<file path="src/common/sbi_pkg.sv">
// Purpose: shared constants and types for the system bus i/o interface
// Assumes: 40 MHz core clock, bus cycle framed by master_bus_clock
// Notes: tag and response lines are active low on the bus
package sbi_pkg;
  localparam int CLK_PERIOD_NS = 25;
  localparam int BUS_CYCLE_NS = 150;
  localparam int MEM_CYCLE_NS = 600;
  localparam int BUS_CYCLE_CLKS = (BUS_CYCLE_NS + CLK_PERIOD_NS - 1) / CLK_PERIOD_NS;
  localparam int XFERS_PER_MEM = MEM_CYCLE_NS / BUS_CYCLE_NS;
  localparam int DATA_W = 32;
  localparam int DEST_W = 24;
  localparam int HALF_W = 16;
  localparam int PRI_W = 7;
  localparam int ADDR_LSB = 8;
  localparam int ADDR_W = 7;
  localparam int FIFO_DEPTH = 8;
  localparam int ORDER_W = 4;
  localparam int TEST_SEL_W = 4;
  localparam logic [6:0] OWN_ADDR_RST = 7'h00;
  // tag vector order: valid, memory, ctl0, ctl1, read, error (active low)
  localparam logic [5:0] TAG_WRITE_DATA_OR_ORDER_TRANSFER = 6'h1F;
  localparam logic [5:0] TAG_ICT = 6'h1B;
  localparam logic [5:0] TAG_RSTX = 6'h19;
  localparam logic [5:0] TAG_ARSTX = 6'h17;
  localparam logic [5:0] TAG_AICT = 6'h15;
  localparam logic [5:0] TAG_DRT = 6'h13;
  localparam logic [5:0] TAG_ERRX = 6'h3E;
  localparam logic [5:0] TAG_MWT = 6'h0F;
  localparam logic [5:0] TAG_MRT = 6'h0D;
  typedef struct packed {
    logic [5:0] tag_n;
    logic [DEST_W-1:0] dest;
    logic [DATA_W-1:0] data;
  } sbi_xfer_s;
  typedef struct packed {
    logic [ORDER_W-1:0] ctl;
    logic wide;
    logic [DATA_W-1:0] data;
  } sbi_pout_s;
  typedef enum logic [2:0] {ST_IDLE, ST_HELD, ST_ASSEMBLE, ST_ARB, ST_DRIVE} sbi_stage_e;
endpackage : sbi_pkg

</file>
<file path="src/verilog/sbi_top.sv">
// Purpose: system bus interface of a peripheral i/o controller card
// Assumes: bus inputs asynchronous to I_CLK; microprocessor logic on I_CLK
// Notes: transfer formats and device logic are outside this block
`timescale 1ns/1ps
`default_nettype none

// ---------------------------------------------------------------
// fifo for peripheral output words
// ---------------------------------------------------------------
module sbi_fifo #(
  parameter int WIDTH = 37,
  parameter int DEPTH = 8
) (
  input wire logic I_CLK,
  input wire logic I_RESET_N,
  input wire logic i_in_valid,
  output logic o_in_ready,
  input wire logic [WIDTH-1:0] i_in_data,
  output logic o_out_valid,
  input wire logic i_out_ready,
  output logic [WIDTH-1:0] o_out_data
);
  localparam int AW = $clog2(DEPTH);
  logic [WIDTH-1:0] mem [DEPTH];
  logic [AW-1:0] wr_reg, rd_reg;
  logic [AW:0] cnt_reg;
  wire push = i_in_valid && o_in_ready;
  wire pop = o_out_valid && i_out_ready;
  assign o_in_ready = (cnt_reg != DEPTH[AW:0]);
  assign o_out_valid = (cnt_reg != '0);
  assign o_out_data = mem[rd_reg];
  // pointers and count
  always_ff @(posedge I_CLK) begin
    if (!I_RESET_N) begin
      wr_reg <= '0;
      rd_reg <= '0;
      cnt_reg <= '0;
    end else begin
      if (push) wr_reg <= (wr_reg == AW'(DEPTH-1)) ? '0 : wr_reg + 1'b1;
      if (pop) rd_reg <= (rd_reg == AW'(DEPTH-1)) ? '0 : rd_reg + 1'b1;
      cnt_reg <= cnt_reg + {{AW{1'b0}}, push} - {{AW{1'b0}}, pop};
    end
  end
  // storage
  always_ff @(posedge I_CLK) begin
    if (push) mem[wr_reg] <= i_in_data;
  end
endmodule // sbi_fifo

// ---------------------------------------------------------------
// top
// ---------------------------------------------------------------
module sbi_top (
  input wire logic I_CLK,
  input wire logic I_RESET_N,
  // bus cycle framing and tags
  input wire logic I_MCLK,
  input wire logic [5:0] I_TAG_N,
  output logic [5:0] O_TAG_N,
  output logic O_TAG_OE,
  input wire logic [31:0] I_DATA,
  output logic [31:0] O_DATA,
  output logic O_DATA_OE,
  input wire logic [23:0] I_DEST,
  output logic [23:0] O_DEST,
  output logic O_DEST_OE,
  // responses, active low, own drive
  output logic O_BUSY_N,
  output logic O_RETRY_N,
  output logic O_TA_N,
  output logic O_READY_N,
  output logic O_UMT_N,
  // arbitration
  output logic O_BUS_REQ,
  input wire logic I_BUS_GRANT,
  // interrupts
  input wire logic I_INT_WINDOW,
  input wire logic I_HIGHER_INT,
  output logic O_SERVICE_INT,
  output logic [6:0] O_INT_LEVEL,
  // microprocessor side
  input wire logic I_UP_CYCLE,
  input wire logic [3:0] I_ORDER_SEL,
  input wire logic I_ORDER_PULSE,
  input wire logic I_ORDER_LEVEL,
  input wire logic I_ORDER_LEVEL_VAL,
  output logic [15:0] O_ORDER,
  input wire logic [3:0] I_TEST_SEL,
  input wire logic I_TEST_STROBE,
  output logic O_TEST_RESULT,
  input wire logic I_EXPECT,
  input wire logic [6:0] I_OWN_ADDR,
  output logic O_MICRO_INT,
  output logic [31:0] O_STAGE_DATA,
  output logic [23:0] O_STAGE_DEST,
  output logic [5:0] O_STAGE_TAG_N,
  input wire logic I_CLEAR_BUSY,
  input wire logic I_ASSEMBLE,
  input wire logic I_OUT_LOAD,
  input wire logic [5:0] I_OUT_TAG_N,
  input wire logic [31:0] I_OUT_DATA,
  input wire logic [23:0] I_OUT_DEST,
  input wire logic I_OUT_GO,
  input wire logic I_SI_REQ,
  input wire logic [6:0] I_SI_LEVEL,
  input wire logic I_SI_CLEAR,
  input wire logic I_READY_SET,
  // peripheral output path
  input wire logic I_POUT_VALID,
  output logic O_POUT_READY,
  input wire logic I_POUT_WIDE,
  input wire logic [15:0] I_POUT_A,
  input wire logic [15:0] I_POUT_B,
  input wire logic I_POUT_USE_A,
  input wire logic [3:0] I_POUT_CTL,
  output logic O_PDEV_VALID,
  input wire logic I_PDEV_READY,
  output logic [31:0] O_PDEV_DATA,
  output logic O_PDEV_WIDE,
  output logic [3:0] O_PDEV_CTL,
  // peripheral input path
  input wire logic I_PIN_REQ,
  input wire logic I_PIN_STATUS,
  output logic O_PIN_SEL_STATUS,
  input wire logic [15:0] I_PIN_DATA,
  output logic O_BFILE_WE,
  output logic [15:0] O_BFILE_WDATA
);
  // ---------------------------------------------------------------
  // synchronisers
  // ---------------------------------------------------------------
  logic [1:0] mclk_s;
  logic [1:0] win_s, hi_s, grant_s;
  logic [5:0] tag_s1, tag_s2;
  logic [31:0] data_s1, data_s2;
  logic [23:0] dest_s1, dest_s2;
  logic mclk_d_reg;
  // two flops per outside input
  always_ff @(posedge I_CLK) begin
    mclk_s <= {mclk_s[0], I_MCLK};
    win_s <= {win_s[0], I_INT_WINDOW};
    hi_s <= {hi_s[0], I_HIGHER_INT};
    grant_s <= {grant_s[0], I_BUS_GRANT};
    tag_s1 <= I_TAG_N;
    tag_s2 <= tag_s1;
    data_s1 <= I_DATA;
    data_s2 <= data_s1;
    dest_s1 <= I_DEST;
    dest_s2 <= dest_s1;
  end
  always_ff @(posedge I_CLK) begin
    if (!I_RESET_N) mclk_d_reg <= 1'b1; // idle high, no false rise after reset
    else mclk_d_reg <= mclk_s[1];
  end
  // one master clock rise marks end of one bus cycle and start of next
  wire cyc_edge = mclk_s[1] && !mclk_d_reg;

  // ---------------------------------------------------------------
  // tag decode
  // ---------------------------------------------------------------
  // tag patterns
  wire tag_valid = !tag_s2[5];
  wire is_input = tag_valid && !tag_s2[4];
  wire is_err = (tag_s2 == sbi_pkg::TAG_ERRX);
  wire addr_hit = (dest_s2[sbi_pkg::ADDR_LSB +: sbi_pkg::ADDR_W] == I_OWN_ADDR);
  wire for_us = (tag_valid && addr_hit && tag_s2[4]) || is_err;

  // ---------------------------------------------------------------
  // staging register and state
  // ---------------------------------------------------------------
  sbi_pkg::sbi_stage_e st_reg, st_next;
  sbi_pkg::sbi_xfer_s stage_reg, stage_next;
  logic ta_reg, rej_reg, arrived_reg, mint_reg, ready_reg;
  logic rej_held_reg; // reject kind frozen for the whole response cycle
  wire stage_busy = (st_reg != sbi_pkg::ST_IDLE);
  wire accept = cyc_edge && for_us && !stage_busy;
  wire reject = cyc_edge && for_us && stage_busy;
  // state transitions
  always_comb begin
    st_next = st_reg;
    stage_next = stage_reg;
    case (st_reg)
      sbi_pkg::ST_IDLE: begin
        if (accept) begin
          stage_next = '{tag_n: tag_s2, dest: dest_s2, data: data_s2};
          st_next = sbi_pkg::ST_HELD;
        end else if (I_ASSEMBLE) begin
          st_next = sbi_pkg::ST_ASSEMBLE;
        end
      end
      sbi_pkg::ST_HELD: begin
        if (I_CLEAR_BUSY) st_next = sbi_pkg::ST_IDLE;
      end
      sbi_pkg::ST_ASSEMBLE: begin
        if (I_OUT_LOAD) begin
          stage_next = '{tag_n: I_OUT_TAG_N, dest: I_OUT_DEST, data: I_OUT_DATA};
        end
        if (I_OUT_GO) st_next = sbi_pkg::ST_ARB;
      end
      sbi_pkg::ST_ARB: begin
        if (grant_s[1] && cyc_edge) st_next = sbi_pkg::ST_DRIVE;
      end
      sbi_pkg::ST_DRIVE: begin
        if (cyc_edge) st_next = sbi_pkg::ST_IDLE;
      end
      default: st_next = sbi_pkg::ST_IDLE;
    endcase
  end
  // state registers
  always_ff @(posedge I_CLK) begin
    if (!I_RESET_N) begin
      st_reg <= sbi_pkg::ST_IDLE;
      stage_reg <= '0;
    end else begin
      st_reg <= st_next;
      stage_reg <= stage_next;
    end
  end

  // ---------------------------------------------------------------
  // responses and arrival
  // ---------------------------------------------------------------
  // ack one cycle later, none on reject
  always_ff @(posedge I_CLK) begin
    if (!I_RESET_N) begin
      ta_reg <= 1'b0;
      rej_reg <= 1'b0;
      rej_held_reg <= 1'b0;
    end else if (cyc_edge) begin
      ta_reg <= accept;
      rej_reg <= reject;
      rej_held_reg <= (st_reg == sbi_pkg::ST_HELD);
    end
  end
  // arrival flags, set wins over clear
  always_ff @(posedge I_CLK) begin
    if (!I_RESET_N) begin
      arrived_reg <= 1'b0;
      mint_reg <= 1'b0;
    end else begin
      arrived_reg <= (accept && I_EXPECT) || (arrived_reg && !I_CLEAR_BUSY);
      mint_reg <= (accept && !I_EXPECT) || (mint_reg && !I_CLEAR_BUSY);
    end
  end
  // ready response held until next accepted transfer
  always_ff @(posedge I_CLK) begin
    if (!I_RESET_N) ready_reg <= 1'b0;
    else ready_reg <= I_READY_SET || (ready_reg && !accept);
  end
  assign O_TA_N = !ta_reg;
  assign O_BUSY_N = !(rej_reg && rej_held_reg);
  assign O_RETRY_N = !(rej_reg && !rej_held_reg);
  assign O_READY_N = !ready_reg;
  assign O_UMT_N = 1'b1;
  assign O_MICRO_INT = mint_reg;
  assign O_STAGE_DATA = stage_reg.data;
  assign O_STAGE_DEST = stage_reg.dest;
  assign O_STAGE_TAG_N = stage_reg.tag_n;

  // ---------------------------------------------------------------
  // bus drive
  // ---------------------------------------------------------------
  // drive whole cycle
  wire driving = (st_reg == sbi_pkg::ST_DRIVE);
  assign O_BUS_REQ = (st_reg == sbi_pkg::ST_ARB);
  assign O_DATA = stage_reg.data;
  assign O_DEST = stage_reg.dest;
  assign O_TAG_N = stage_reg.tag_n;
  assign O_DATA_OE = driving;
  assign O_DEST_OE = driving;
  assign O_TAG_OE = driving;

  // ---------------------------------------------------------------
  // service interrupt
  // ---------------------------------------------------------------
  logic si_req_reg;
  logic [6:0] si_lvl_reg;
  // pending request and level
  always_ff @(posedge I_CLK) begin
    if (!I_RESET_N) begin
      si_req_reg <= 1'b0;
      si_lvl_reg <= '0;
    end else begin
      si_req_reg <= I_SI_REQ || (si_req_reg && !I_SI_CLEAR);
      if (I_SI_REQ) si_lvl_reg <= I_SI_LEVEL;
    end
  end
  assign O_SERVICE_INT = si_req_reg && win_s[1] && !hi_s[1];
  assign O_INT_LEVEL = si_lvl_reg;

  // ---------------------------------------------------------------
  // order and test structures
  // ---------------------------------------------------------------
  logic [15:0] lvl_reg, pulse_reg;
  logic test_reg;
  always_ff @(posedge I_CLK) begin
    if (!I_RESET_N) begin
      lvl_reg <= '0;
      pulse_reg <= '0;
    end else begin
      pulse_reg <= (I_UP_CYCLE && I_ORDER_PULSE) ? (16'h0001 << I_ORDER_SEL) : 16'h0000;
      if (I_UP_CYCLE && I_ORDER_LEVEL) lvl_reg[I_ORDER_SEL] <= I_ORDER_LEVEL_VAL;
    end
  end
  assign O_ORDER = lvl_reg | pulse_reg;
  wire [15:0] test_vec = {8'h00, I_PIN_REQ, grant_s[1], ready_reg, si_req_reg,
    mint_reg, stage_busy, is_input, arrived_reg};
  always_ff @(posedge I_CLK) begin
    if (!I_RESET_N) test_reg <= 1'b0;
    else if (I_TEST_STROBE) test_reg <= test_vec[I_TEST_SEL];
  end
  assign O_TEST_RESULT = test_reg;

  // ---------------------------------------------------------------
  // peripheral output path
  // ---------------------------------------------------------------
  sbi_pkg::sbi_pout_s pout_in, pout_out;
  logic pdev_valid;
  assign pout_in.ctl = I_POUT_CTL;
  assign pout_in.wide = I_POUT_WIDE;
  assign pout_in.data = I_POUT_WIDE ? {I_POUT_A, I_POUT_B}
    : {16'h0000, (I_POUT_USE_A ? I_POUT_A : I_POUT_B)};
  sbi_fifo #(.WIDTH($bits(sbi_pkg::sbi_pout_s)), .DEPTH(sbi_pkg::FIFO_DEPTH)) u_fifo (
    .I_CLK(I_CLK),
    .I_RESET_N(I_RESET_N),
    .i_in_valid(I_POUT_VALID),
    .o_in_ready(O_POUT_READY),
    .i_in_data(pout_in),
    .o_out_valid(pdev_valid),
    .i_out_ready(I_PDEV_READY),
    .o_out_data(pout_out)
  );
  assign O_PDEV_VALID = pdev_valid;
  assign O_PDEV_DATA = pout_out.data;
  assign O_PDEV_WIDE = pout_out.wide;
  assign O_PDEV_CTL = pout_out.ctl;

  // ---------------------------------------------------------------
  // peripheral input path
  // ---------------------------------------------------------------
  logic bwe_reg;
  logic [15:0] bdat_reg;
  // write B file with selected kind
  always_ff @(posedge I_CLK) begin
    if (!I_RESET_N) begin
      bwe_reg <= 1'b0;
      bdat_reg <= '0;
    end else begin
      bwe_reg <= I_PIN_REQ;
      if (I_PIN_REQ) bdat_reg <= I_PIN_DATA;
    end
  end
  assign O_PIN_SEL_STATUS = I_PIN_STATUS;
  assign O_BFILE_WE = bwe_reg;
  assign O_BFILE_WDATA = bdat_reg;
endmodule // sbi_top
`default_nettype wire

</file>
<file path="config.mk">
export PLATFORM = sky130hd
export DESIGN_NAME = sbi_top
export DESIGN_NICKNAME = d
export VERILOG_FILES = /design/src/common/sbi_pkg.sv /design/src/verilog/sbi_top.sv
export SDC_FILE = /design/constraint.sdc
export NUM_CORES = 1
export LEC_CHECK = 0
export ABC_AREA = 1
export BUFFER_PORTS_ARGS = -buffer_cell sky130_fd_sc_hd__buf_4
export CAP_MARGIN = 20
export CORE_UTILIZATION = 25
export DETAILED_ROUTE_END_ITERATION = 8
export PLACE_DENSITY = 0.48
export SYNTH_ARGS = -nofsm -noshare
export SYNTH_HDL_FRONTEND = slang
export SYNTH_SLANG_ARGS = --single-unit
</file>
<file path="constraint.sdc">
create_clock -name I_CLK -period 2.7 [get_ports I_CLK]
set_clock_uncertainty 0.05 [all_clocks]
set_input_delay 0 -clock I_CLK [delete_from_list [all_inputs] [get_ports I_CLK]]
set_output_delay 0 -clock I_CLK [all_outputs]
set_load 0.01 [all_outputs]
</file>
==> summary.md <==
| Metric | Value |
|---|---|
| Post-Place Setup Slack | 0.491 ns |
| Worst Hold Endpoint | ready_reg$_SDFF_PN0_ |
| CTS max path bufs | 3 |
| Synth Cell Area | about 21000 um^2 |
| Max reg flops | 296 |
| Horiz. Die Dim | 295 um |
| Setup violators final | 0 |
| Sequential area share after synthesis | about two thirds |
| Slowest-stage cell, CP | dfxtp_4 |
| Yosys Warn Count | 0 |
| Cell Int Power | ~19 mW |
| CTS tree | built |
| Die Ht | between 200 and 300 um |
| Switch Pwr | around 8.9 mW |
| PortBufs | 435 |
| Static leakage | ~13 nW |
| Number of buffers created by CTS | 60 |
| Max cap viols | 0 |
| Clk pwr share | approximately 30% |
| Arrival time worst endpoint | ~2.5 ns |
| FF-to-FF End | st_reg[0]$_SDFFE_PN0P_ |
| Total iterations of the first detailed-routing run | 5 |
| Type of the tightest min-delay check | primary input to flip-flop |
| Most frequent cells in the layout | nor2_1, buf_4, dlygate4sd3_1 |
| Row count | 107 |
| Reg2Reg Depth | 8 |
| Crit start category | flip-flop |
| Net Count, Synth | 2259 |
| Post-Syn Instances | ~2000 |
| Nets | 2986 |
| WL final | approximately 66 mm |
| Routed Antenna Nets | 0 |
| Total track usage | around 15% |
| Peak Freq | between 300 and 400 MHz |
| Pwr Density | about 870 nW/um^2 |
| WP data required | about 2.7 ns |
| Hold Crit Depth | 11 |
| Filler instances | ~8400 |
| Total die area | roughly 87000 um^2 |
| Fin worst setup slack | 0.150 ns |
| First-pass GRT wire length | around 98 mm |
| Outcome | completed |
| Clk Latency, worst-skew pair | around 0.62 ns |
| Placer Congestion | roughly 0.79 |
| Commonest non-fill, non-tap cell in the layout | nor2_1 |
| Setup CP Type | flip-flop to primary output |
| Yosys reg bits | 571 |
| Syn_area_per_cell | between 10 and 15 um^2 |
| Critical path's largest stage delay | 0.48 ns |
| Vias per inst | about 4.2 |
| Vias | about 17000 |
| # IOs | around 440 |
| Final Hold Fails | 0 |
| Tightest Pin Transition | about 0.68 ns |
| Yosys cell types | 40 |
| RSZ-0062 raised after global routing | false |
| R2r setup slk | approximately 0.17 ns |
| Max Slew Vio Count | 0 |
| Sequential Power Share | about two fifths |
| VDD IR max | ~0.5 mV |
| Vias in the first global route | 17200 |
| Clock sink count | 571 |
| Clock Pin Slew Worst Setup and Hold Paths | 0.06 ns |
| Layout Area Growth over Synthesis | 45.9% |
| Min-delay src | I_OWN_ADDR[5] |
| Relative slew slack | roughly 55% |
| Biggest register | u_fifo.mem |
| Core area | 85100 um^2 |
| Crit-path cells | buf_16 -> o21ai_0 -> o22ai_1 -> nor2_1 -> a31oi_1 -> buf_4 |
| Largest net degree at the start of global routing | 93 |
| Tcrit/Tclk final | between 90% and 100% |
| Htree depth | 2 |
| DRC Markers | 0 |
| Initial core utilization | 25.2% |
| Post-DP HPWL | 41.4 mm |
| Root Buffer Master | clkbuf_16 |
| Total grt overflow | 0 |
| Iteration-0 DRC Markers | between 700 and 800 |
| Share of layout cells above drive strength 1 | between 20% and 30% |
| Net Sw Frac | approximately a third |
| Worst r2r src | st_reg[0]$_SDFFE_PN0P_ |
| Antenna violations before repair | 3 |
| Comb pwr share | 31.2% |
| Setup TNS | 0 ns |
| Tmin final | 2.55 ns |
| CP Capture Type | primary output |
| Avg WL per Cell | ~17 um |
| Crit-path max FO | 92 |
synth_stat cells (all sizes together):
| master | count | area (um^2) |
|---|---|---|
| xnor2 | 1 | 8.76 |
| a211oi | 1 | 7.51 |
| o211ai | 3 | 22.5 |
| ha | 10 | 125 |
| or2 | 17 | 106 |
| clkbuf | 63 | 236 |
| clkinv | 2 | 7.51 |
| o311ai | 1 | 8.76 |
| a31oi | 37 | 231 |
| dfxtp | 275 | 5510 |
| nor2 | 475 | 1790 |
| xor2 | 2 | 17.5 |
| a21oi | 38 | 201 |
| conb | 1 | 3.75 |
| inv | 140 | 526 |
| mux2 | 71 | 800 |
| nand3b | 1 | 7.51 |
| o22ai | 39 | 244 |
| nand4 | 4 | 25.0 |
| buf | 101 | 707 |
| a22oi | 1 | 7.51 |
| o211a | 2 | 20.0 |
| nand3 | 26 | 135 |
| edfxtp | 296 | 8890 |
| o21ai | 188 | 941 |
| nand2 | 211 | 800 |
| nor3 | 18 | 95.1 |
| fa | 1 | 20.0 |
worst max-delay path by stage:
stage / start / end / slack (ns) / depth (start not counted)
after global routing: flip-flop / O_PDEV_DATA[27] / 0.02 / 6
after global placement: u_fifo.cnt_reg[2]$_SDFF_PN0_ / u_fifo.cnt_reg[2]$_SDFF_PN0_ / 0.52 / 12
final: flip-flop / O_PDEV_DATA[23] / 0.15 / 6
after detailed placement: u_fifo.cnt_reg[2]$_SDFF_PN0_ / u_fifo.cnt_reg[3]$_SDFF_PN0_ / 0.49 / 13
after CTS: flip-flop / O_PDEV_DATA[12] / 0.08 / 7
after floorplan: u_fifo.cnt_reg[2]$_SDFF_PN0_ / u_fifo.mem[0][0]$_DFFE_PP_ / -0.33 / 7
routing by layer:
layer	part of all wire [%]	up-vias	wire length, um	GRT usage [%]
li1	-	8146	-	-
met1	41	7891	26800	16.8
met2	50	514	32500	26.0
met3	6.2	102	4080	3.30
met4	3.4	0	2210	5.22
met5	0	-	0	0
through the flow:
| stage | std cells | hold slack, ns | utilization [%] | instance area (um^2) | total power [mW] |
|---|---|---|---|---|---|
| 4_1_cts | 3943 | 0.0428 | 36.8 | 31300 | 27.7 |
| 5_1_grt | 3945 | 0.0797 | 36.8 | 31400 | 28.8 |
| 3_3_place_gp | 3476 | -0.0499 | 30.3 | 25800 | 18.7 |
| 2_1_floorplan | 2025 | -0.0223 | - | 21500 | 15.5 |
| 6_report | 3945 | 0.0919 | 36.8 | 31400 | 27.4 |
| 3_5_place_dp | 3476 | -0.0499 | 30.3 | 25800 | 18.9 |
worst max-delay path, delay by kind of cell, from the launching register on:
family                 cells  cell delay, ns
AND/OR/NAND/NOR            1            0.06
flip-flops                 1            0.48
AO/OA/AOI/OAI              3            0.69
buffers and inverters      2            0.58
final cells by class:
type                    instances  area [um^2]  share of cell area (%)
clock inverters                37          373                    1.19
flip-flops and latches        571        14400                    45.9
clock buffers                  72         1580                    5.03
inverters                     142          534                    1.70
diodes                          2         5.00                  0.0160
well taps                    1144         1430                    4.56
multi-input cells            1148         5710                    18.2
repair buffers                829         7330                    23.4
power by group through the flow:
stage          registers (mW)  clock network [mW]  logic [mW]
2_1_floorplan            10.8                   0        4.65
3_3_place_gp             10.8                   0        7.91
3_5_place_dp             10.8                   0        8.01
4_1_cts                  10.7                8.41        8.59
5_1_grt                  10.8                8.73        9.35
6_report                 10.7                8.17        8.52
cells by family (layout without fill, tap and decap cells):
| logic type | after synthesis | after routing | share of synthesized area (%) |
|---|---|---|---|
| compound gates | 310 | 310 | 7.84 |
| xor+xnor | 3 | 3 | 0.122 |
| fa+ha+maj | 11 | 11 | 0.675 |
| buf+inv | 306 | 1080 | 6.87 |
| flops | 571 | 571 | 67.0 |
| mux | 71 | 71 | 3.72 |
| other cells | 1 | 3 | 0.0174 |
| simple gates | 752 | 752 | 13.8 |
what timing repair did:
| item | 4_1_cts | 5_1_grt |
|---|---|---|
| resized for setup | 0 | 5 |
| hold buffers | 358 | 0 |
| endpoints found under the setup margin | 0 | 5 |
| buffers inserted | 0 | 0 |
| hold endpoints to repair | 504 | 0 |
No activity file was read; power rests on OpenSTA's default activity.
